--- src/icd_regs.vh ---
// constants for the two-wire slave port of the four-channel current dac
// assumes a 100 mhz system clock and a bus master that owns scl
`ifndef ICD_REGS_VH
`define ICD_REGS_VH

// ------------------------------------------------------------
// addressing
// ------------------------------------------------------------
`define ICD_SLAVE_ADDR_BASE  7'h48
`define ICD_MEM_INDEX_CURRENT_OUTPUT_ZERO   8'hF8
`define ICD_MEM_INDEX_CURRENT_OUTPUT_THREE   8'hFB
`define ICD_DIR_WRITE        1'b0
`define ICD_DIR_READ         1'b1

// ------------------------------------------------------------
// output control register layout
// ------------------------------------------------------------
`define ICD_CTRL_SIGN_BIT    7
`define ICD_CTRL_MAG_MSB     6
`define ICD_CTRL_RESET       8'h00
`define ICD_INDEX_RESET      8'h00

// ------------------------------------------------------------
// timing
// ------------------------------------------------------------
`define ICD_BITS_PER_BYTE    4'h8
`define ICD_ACK_SLOT         4'h8

`endif

--- src/icd_slave_port.v ---
// two-wire slave port and output control registers of a four-channel current dac
// assumes scl comes from the bus master and is sampled by sys_clk_in; sda is open-drain
//
// Overview of operation
// - falling sda with scl high starts transfer
// - rising sda with scl high stops transfer
// - repeated start behaves like ordinary start
// - incoming bits sampled at scl rise
// - outgoing bits change on scl fall
// - ninth bit is acknowledge from receiver
// - zero acknowledges, one refuses or ends
// - written bytes arrive msb first, device acks
// - read bytes go msb first until nack
// - first byte holds address and direction
// - direction zero writes, one reads
// - own address chosen by two straps
// - straps give address bytes 90h to 97h
// - mismatch gets no ack, wait for start
// - second write byte is memory index
// - idle between stop and start
// - indices f8h to fbh select outputs
// - bit seven selects sink or source
`include "icd_regs.vh"

module icd_slave_port
(
  input  wire       sys_clk_in,
  input  wire       arst_n_in,
  input  wire       scl_in,
  input  wire       sda_in,
  input  wire       addr_strap_low_in,
  input  wire       addr_strap_high_in,
  output reg        sda_out,
  output reg        sda_oe_out,
  output reg  [7:0] current_output_zero_out,
  output reg  [7:0] current_output_one_out,
  output reg  [7:0] current_output_two_out,
  output reg  [7:0] current_output_three_out,
  output reg        bus_busy_out
);

  // ------------------------------------------------------------
  // reset release and pin synchronisation
  // ------------------------------------------------------------
  reg        rst_meta;
  reg        rst_n;
  wire [3:0] pins_sync;
  reg        scl_d;
  reg        sda_d;

  // reset is taken at once but let go on a clock edge, so no flop sees a recovery race
  always @(posedge sys_clk_in or negedge arst_n_in)
  begin
    if (!arst_n_in)
    begin
      rst_meta <= 1'b0;
      rst_n    <= 1'b0;
    end
    else
    begin
      rst_meta <= 1'b1;
      rst_n    <= rst_meta;
    end
  end

  icd_sync #(.WIDTH(4)) u_sync
  (
    .clk_in   (sys_clk_in),
    .rst_n_in (rst_n),
    .async_in ({addr_strap_high_in, addr_strap_low_in, sda_in, scl_in}),
    .sync_out (pins_sync)
  );

  wire scl       = pins_sync[0];
  wire sda       = pins_sync[1];
  wire strap_lo  = pins_sync[2];
  wire strap_hi  = pins_sync[3];

  always @(posedge sys_clk_in or negedge rst_n)
  begin
    if (!rst_n)
    begin
      scl_d <= 1'b1;
      sda_d <= 1'b1;
    end
    else
    begin
      scl_d <= scl;
      sda_d <= sda;
    end
  end

  // both lines share one synchroniser, so the order of their edges survives
  wire scl_rise   = scl & ~scl_d;
  wire scl_fall   = ~scl & scl_d;
  wire start_cond = scl & scl_d & sda_d & ~sda;
  wire stop_cond  = scl & scl_d & ~sda_d & sda;

  // own address: straps pick the low two address bits
  wire [6:0] own_addr = `ICD_SLAVE_ADDR_BASE | {5'h00, strap_hi, strap_lo};

  // ------------------------------------------------------------
  // state machine
  // ------------------------------------------------------------
  localparam [5:0] ST_IDLE  = 6'b00_0001;
  localparam [5:0] ST_ADDR  = 6'b00_0010;
  localparam [5:0] ST_INDEX = 6'b00_0100;
  localparam [5:0] ST_DATA  = 6'b00_1000;
  localparam [5:0] ST_READ  = 6'b01_0000;
  localparam [5:0] ST_WAIT  = 6'b10_0000;

  reg [5:0] state;
  reg [5:0] next_state;
  reg [3:0] bit_cnt;
  reg [7:0] shift;
  reg [7:0] tx_shift;
  reg [7:0] mem_index;
  reg       ack_slot;
  reg       acking;
  reg       read_ok;
  reg       rd_start;
  reg [7:0] ctrl [0:3];

  wire [7:0] rx_byte = {shift[6:0], sda};
  wire [7:0] idx_base = `ICD_MEM_INDEX_CURRENT_OUTPUT_ZERO;
  // only f8h..fbh map onto the array; other indices read zero and drop writes
  wire       idx_ok  = (mem_index[7:2] == idx_base[7:2]);
  wire [7:0] rd_val  = idx_ok ? ctrl[mem_index[1:0]] : 8'h00;
  // eighth data rise; the rise after it is the acknowledge slot
  wire       byte_done = scl_rise && (bit_cnt == `ICD_BITS_PER_BYTE - 4'h1) && !ack_slot;

  // next state only matters on the last rise of a byte
  always @*
  begin
    next_state = state;
    if (byte_done)
    begin
      case (state)
        ST_ADDR:
          next_state = (rx_byte[7:1] == own_addr) ?
                       (rx_byte[0] == `ICD_DIR_READ ? ST_READ : ST_INDEX)
                       : ST_WAIT;
        ST_INDEX: next_state = ST_DATA;
        default:  next_state = state;
      endcase
    end
  end

  integer i;

  // start and stop win over bit handling, so a cut byte never commits
  always @(posedge sys_clk_in or negedge rst_n)
  begin
    if (!rst_n)
    begin
      state        <= ST_IDLE;
      bit_cnt      <= 4'h0;
      shift        <= 8'h00;
      tx_shift     <= 8'h00;
      mem_index    <= `ICD_INDEX_RESET;
      ack_slot     <= 1'b0;
      acking       <= 1'b0;
      read_ok      <= 1'b0;
      sda_out      <= 1'b0;
      sda_oe_out   <= 1'b0;
      bus_busy_out <= 1'b0;
      for (i = 0; i < 4; i = i + 1)
        ctrl[i] <= `ICD_CTRL_RESET;
    end
    else if (start_cond)
    begin
      state        <= ST_ADDR;
      bit_cnt      <= 4'h0;
      ack_slot     <= 1'b0;
      acking       <= 1'b0;
      sda_oe_out   <= 1'b0;
      bus_busy_out <= 1'b1;
    end
    else if (stop_cond)
    begin
      state        <= ST_IDLE;
      bit_cnt      <= 4'h0;
      ack_slot     <= 1'b0;
      acking       <= 1'b0;
      sda_oe_out   <= 1'b0;
      bus_busy_out <= 1'b0;
    end
    else if (state != ST_IDLE && state != ST_WAIT)
    begin
      if (scl_rise)
      begin
        if (ack_slot)
        begin
          ack_slot <= 1'b0;
          bit_cnt  <= 4'h0;
          // master nack ends the read and frees sda
          if (state == ST_READ)
            read_ok <= ~sda;
        end
        else
        begin
          shift   <= rx_byte;
          bit_cnt <= bit_cnt + 4'h1;
          if (byte_done)
          begin
            ack_slot <= 1'b1;
            state    <= next_state;
            if (state == ST_INDEX)
              mem_index <= rx_byte;
            if (state == ST_DATA && idx_ok)
              ctrl[mem_index[1:0]] <= rx_byte;
          end
        end
      end
      else if (scl_fall)
      begin
        if (ack_slot && state != ST_READ && state != ST_WAIT)
        begin
          // device is receiver: drive zero during the ninth bit
          acking     <= 1'b1;
          sda_out    <= 1'b0;
          sda_oe_out <= 1'b1;
        end
        else if (ack_slot && state == ST_READ && rd_start)
        begin
          // address ack for a read, then first data bit follows
          acking     <= 1'b1;
          sda_out    <= 1'b0;
          sda_oe_out <= 1'b1;
          read_ok    <= 1'b1;
        end
        else if (state == ST_READ && !ack_slot && read_ok)
        begin
          if (bit_cnt == 4'h0)
          begin
            sda_out    <= rd_val[7];
            sda_oe_out <= ~rd_val[7];
            tx_shift   <= {rd_val[6:0], 1'b0};
          end
          else
          begin
            sda_out    <= tx_shift[7];
            sda_oe_out <= ~tx_shift[7];
            tx_shift   <= {tx_shift[6:0], 1'b0};
          end
          acking <= 1'b0;
        end
        else
        begin
          acking     <= 1'b0;
          sda_out    <= 1'b0;
          sda_oe_out <= 1'b0;
        end
      end
    end
    // refused address: stay off the bus until the next start
    else if (state == ST_WAIT)
      sda_oe_out <= 1'b0;
  end

  // read ack slot is the one right after the address byte
  always @(posedge sys_clk_in or negedge rst_n)
  begin
    if (!rst_n)
      rd_start <= 1'b0;
    else if (start_cond || stop_cond)
      rd_start <= 1'b0;
    else if (byte_done && state == ST_ADDR)
      rd_start <= (rx_byte[7:1] == own_addr) && rx_byte[0];
    else if (scl_rise && ack_slot)
      rd_start <= 1'b0;
  end

  // ------------------------------------------------------------
  // register outputs
  // ------------------------------------------------------------
  // ports trail the array by one clock so that each comes straight from a flop
  always @(posedge sys_clk_in or negedge rst_n)
  begin
    if (!rst_n)
    begin
      current_output_zero_out  <= `ICD_CTRL_RESET;
      current_output_one_out   <= `ICD_CTRL_RESET;
      current_output_two_out   <= `ICD_CTRL_RESET;
      current_output_three_out <= `ICD_CTRL_RESET;
    end
    else
    begin
      current_output_zero_out  <= ctrl[0];
      current_output_one_out   <= ctrl[1];
      current_output_two_out   <= ctrl[2];
      current_output_three_out <= ctrl[3];
    end
  end

endmodule

--- src/icd_sync.v ---
// two-flop synchroniser for the bus pins
// assumes inputs are asynchronous to sys_clk_in
module icd_sync
#(
  parameter WIDTH = 2
)
(
  input  wire             clk_in,
  input  wire             rst_n_in,
  input  wire [WIDTH-1:0] async_in,
  output wire [WIDTH-1:0] sync_out
);

  reg [WIDTH-1:0] stage_a;
  reg [WIDTH-1:0] stage_b;

  // first stage feeds only the second
  always @(posedge clk_in or negedge rst_n_in)
  begin
    if (!rst_n_in)
    begin
      stage_a <= {WIDTH{1'b1}};
      stage_b <= {WIDTH{1'b1}};
    end
    else
    begin
      stage_a <= async_in;
      stage_b <= stage_a;
    end
  end

  assign sync_out = stage_b;

endmodule
--- config.mk ---
export PLATFORM = sky130hd
export DESIGN_NAME = icd_slave_port
export DESIGN_NICKNAME = d
export VERILOG_FILES = /design/src/icd_slave_port.v /design/src/icd_sync.v
export VERILOG_INCLUDE_DIRS = /design/src
export SDC_FILE = /design/constraint.sdc
export NUM_CORES = 1
export LEC_CHECK = 0
export BUFFER_PORTS_ARGS = -buffer_cell sky130_fd_sc_hd__buf_2
export CORE_MARGIN = 4
export CORE_UTILIZATION = 53
export CTS_CLUSTER_DIAMETER = 40
export DETAILED_ROUTE_END_ITERATION = 8
export MAX_ROUTING_LAYER = met4
export PLACE_DENSITY = 0.75
export RECOVER_POWER = 25
export REMOVE_ABC_BUFFERS = 1
export SYNTH_ARGS = -nofsm -noshare
export SYNTH_HDL_FRONTEND = slang
export SYNTH_SLANG_ARGS = --single-unit
--- constraint.sdc ---
create_clock -name sys_clk_in -period 3.5 [get_ports sys_clk_in]
set_input_delay 0.175 -clock sys_clk_in [delete_from_list [all_inputs] [get_ports sys_clk_in]]
set_output_delay 0.175 -clock sys_clk_in [all_outputs]
set_load 0.01 [all_outputs]
==> impl_metrics.env <==
export IMPL_r2r_end="ctrl[14]$_DFFE_PN0P_"
export IMPL_wl_per_cell_um=17.7
export IMPL_yosysMostFrequentCell="dfrtp_1"
export IMPL_antenna_found_initial=0
export IMPL_async_flop_share_pct=100
export IMPL_viasPerCell=5.57
export IMPL_ys_warn_count=0
export IMPL_netlist_top_cells_area="dfrtp_1 (57%), mux2_2 (11%), dfstp_2 (6.4%), mux4_2 (4.0%), nor2_1 (2.1%)"
export IMPL_netlist_area_leader_share_pct=57.4
export IMPL_synth_ff_type="dfrtp_1"
export IMPL_period_needed_ns=2.89
export IMPL_post_synth_top_area_cell="dfrtp_1"
export IMPL_route_antenna_remaining_nets=0
export IMPL_violations="max-capacitance violations, max-slew violations"
export IMPL_avgSynthCellArea_um2=13.9
export IMPL_grt_busiest_layer="met2"
export IMPL_grt_pass1_vias=2842
export IMPL_cts_tree="built"
export IMPL_num_rows=33
export IMPL_ys_seq_area_share_pct=63.9
export IMPL_place_gp_congestion=0.880
export IMPL_start_kind="flip-flop"
export IMPL_yosysUniqueCellTypes=47
export IMPL_reg2reg_slack_ns=0.61
export IMPL_fp_dieH_um=100
export IMPL_numCtsBuffers=17
export IMPL_gr_usage_met1_pct=26.8
export IMPL_rsz0062_at_grt="no"
export IMPL_htree_num_levels=4
export IMPL_drt_wl_total_um=8770
export IMPL_setup_viol=0
export IMPL_n_fill_cell=581
export IMPL_n_antenna_cell=0
export IMPL_worst_clock_skew_ns=0.00883
export IMPL_tns_ns=0
export IMPL_grtUsageMet3_pct=5.84
export IMPL_cts_sinks=114
export IMPL_hold_buffers=6
export IMPL_drtIter0Drc=137
export IMPL_overflow=0
export IMPL_outcome="finished with violations"
export IMPL_root_buffer="clkbuf_8"
export IMPL_initial_core_util_pct=54.6
export IMPL_slew_headroom_pct=-39.7
export IMPL_cap_violations=1
export IMPL_post_cts_buffers=0
export IMPL_holdCritStartpoint="scl_in"
export IMPL_tightestPinTransition_ns=2.10
export IMPL_setup_ws_ns=0.612
export IMPL_max_freq_mhz=346
export IMPL_holdPathEnd="u_sync.stage_a[0]$_DFF_PN1_"
export IMPL_drc=0
export IMPL_use_met2_pct=28.8
export IMPL_cp_arrival_ns=3.27
export IMPL_hpwl_um=5820
export IMPL_synthTopCellsByCount="dfrtp_1 (103), mux2_2 (44), nor2_1 (25)"
export IMPL_vias=2761
export IMPL_ys_seq_elements=114
export IMPL_cp_max_fo=8
export IMPL_critPathCaptureType="flip-flop"
export IMPL_peakVddDrop_uv=300
export IMPL_netlist_area_um2=4490
export IMPL_clk_path_buf_depth=2
export IMPL_dp_cells=458
export IMPL_clk_latency_ns=0.50
export IMPL_grt_max_degree=56
export IMPL_final_hold_violation_count=0
export IMPL_required_ns=3.88
export IMPL_fin_crit_sh_pct=82.5
export IMPL_pre_cts_slack_ns=0.691
export IMPL_drt_pass1_iterations=4
export IMPL_ios=41
export IMPL_area_growth_pct=21.5
export IMPL_synthCells=322
export IMPL_drv_slew=56
export IMPL_die_w_um=100
export IMPL_final_nets=390
export IMPL_hold_path_class="in -> reg"
export IMPL_holdPathStages=2
export IMPL_p_leak_nw=2.67
export IMPL_timing_rr_start="u_sync.sync_out[0]$_DFF_PN1_"
export IMPL_clkSlewWorstSetupHoldPaths_ns=0.05
export IMPL_fp_coreArea_um2=8220
export IMPL_reg2reg_depth=6
export IMPL_critPathKind="reg -> reg"
export IMPL_ctsResizeCount=0
export IMPL_synth_edf_count=0
export IMPL_grt_pass1_wl_um=14600
export IMPL_port_buffers=40
export IMPL_drive_gt1_share_pct=35.8
export IMPL_globalRouteTotalUtil_pct=19.8
export IMPL_die_area_um2=10000
export IMPL_instances_no_fill=496
export IMPL_power_density_nw_per_um2=617
## cells in the final DEF (no fill, tap or decap), types with 5 or more instances in the layout
master,netlist,layout
nand2_1,6,6
nor3_1,6,6
dlygate4sd3_1,0,6
mux4_2,8,8
inv_1,8,8
dfstp_2,11,9
ha_1,6,6
buf_2,3,40
nor2_1,25,25
dfrtp_1,103,103
a22oi_1,6,6
a21oi_1,18,18
mux2_2,44,44
nand3_1,9,9
clkbuf_16,0,16
clkinv_2,0,5
o21ai_0,6,6
## per-layer routing
metal	wire, um	vias up
li1	-	1270
met1	3900	1401
met2	4290	78
met3	458	12
met4	115	0
met5	0	-
## worst max path at each step
| stage | startpoint | to | depth (start not counted) |
|---|---|---|---|
| 2_1_floorplan | rst_n$_DFF_PN0_ | ack_slot$_DFFE_PN0P_ | 0 |
| 6_report | u_sync.sync_out[0]$_DFF_PN1_ | ctrl[14]$_DFFE_PN0P_ | 6 |
| 5_1_grt | u_sync.sync_out[0]$_DFF_PN1_ | ctrl[14]$_DFFE_PN0P_ | 6 |
| 3_3_place_gp | u_sync.sync_out[0]$_DFF_PN1_ | ctrl[12]$_DFFE_PN0P_ | 6 |
| 4_1_cts | u_sync.sync_out[0]$_DFF_PN1_ | ctrl[14]$_DFFE_PN0P_ | 6 |
| 3_5_place_dp | u_sync.sync_out[0]$_DFF_PN1_ | ctrl[13]$_DFFE_PN0P_ | 6 |
## power by group
group / internal, W / leakage (nW) / switching [W]
registers: 0.00137 / 1.54 / 0.000114
clock network: 0.00117 / 0.291 / 0.000565
logic: 0.0000691 / 0.839 / 0.0000768
total: 0.00261 / 2.67 / 0.000757
## worst max-delay path, stage by stage, from the launching register on
cell and delay [ns]:
dfstp_1 0.56, ha_1 0.29, and2b_1 0.20, nand4b_1 0.24, or3_4 0.45, nor4_4 0.60, mux2_2 0.42
## cell families after synthesis
logic type	Yosys count	share of synthesized area [%]
DFF	114	63.9
muxes	54	15.6
adders and majority gates	6	1.67
buffers and inverters	20	1.76
and+or+nand+nor	81	10.7
xor gates and xnor gates	5	0.976
AOI/OAI and AO/OA	41	5.43
other	1	0.0835
## area by class of cell
| class | count | area, um^2 | area share (%) |
|---|---|---|---|
| flip-flops and latches | 114 | 2870 | 52.6 |
| multi-input cells | 188 | 1540 | 28.3 |
| clock buffers | 21 | 439 | 8.05 |
| repair buffers | 49 | 283 | 5.18 |
| clock inverters | 11 | 160 | 2.94 |
| well taps | 105 | 131 | 2.41 |
| inverters | 8 | 30.0 | 0.551 |
## state kept, by name (all words and copies together), names as in the netlist, 4 cells and up
signal and cells:
tx_shift 7, u_sync.sync_out 4, bit_cnt 4, current_output_one_out 8, ctrl 32, current_output_two_out 8, u_sync.stage_a 4, current_output_three_out 8
state 6, current_output_zero_out 8, shift 7, mem_index 8
## stage by stage
stage	instance area (um^2)	hold WS [ns]	utilization (%)	total power, W
floorplan	4440	-0.121	-	0.00157
global placement	4800	-0.0398	58.4	0.00164
detailed placement	4800	-0.0387	58.4	0.00165
CTS	5460	0.291	66.4	0.00339
global route	5450	0.313	66.4	0.00349
finish	5450	0.313	66.4	0.00337
(Power assumes the default switching activity.)
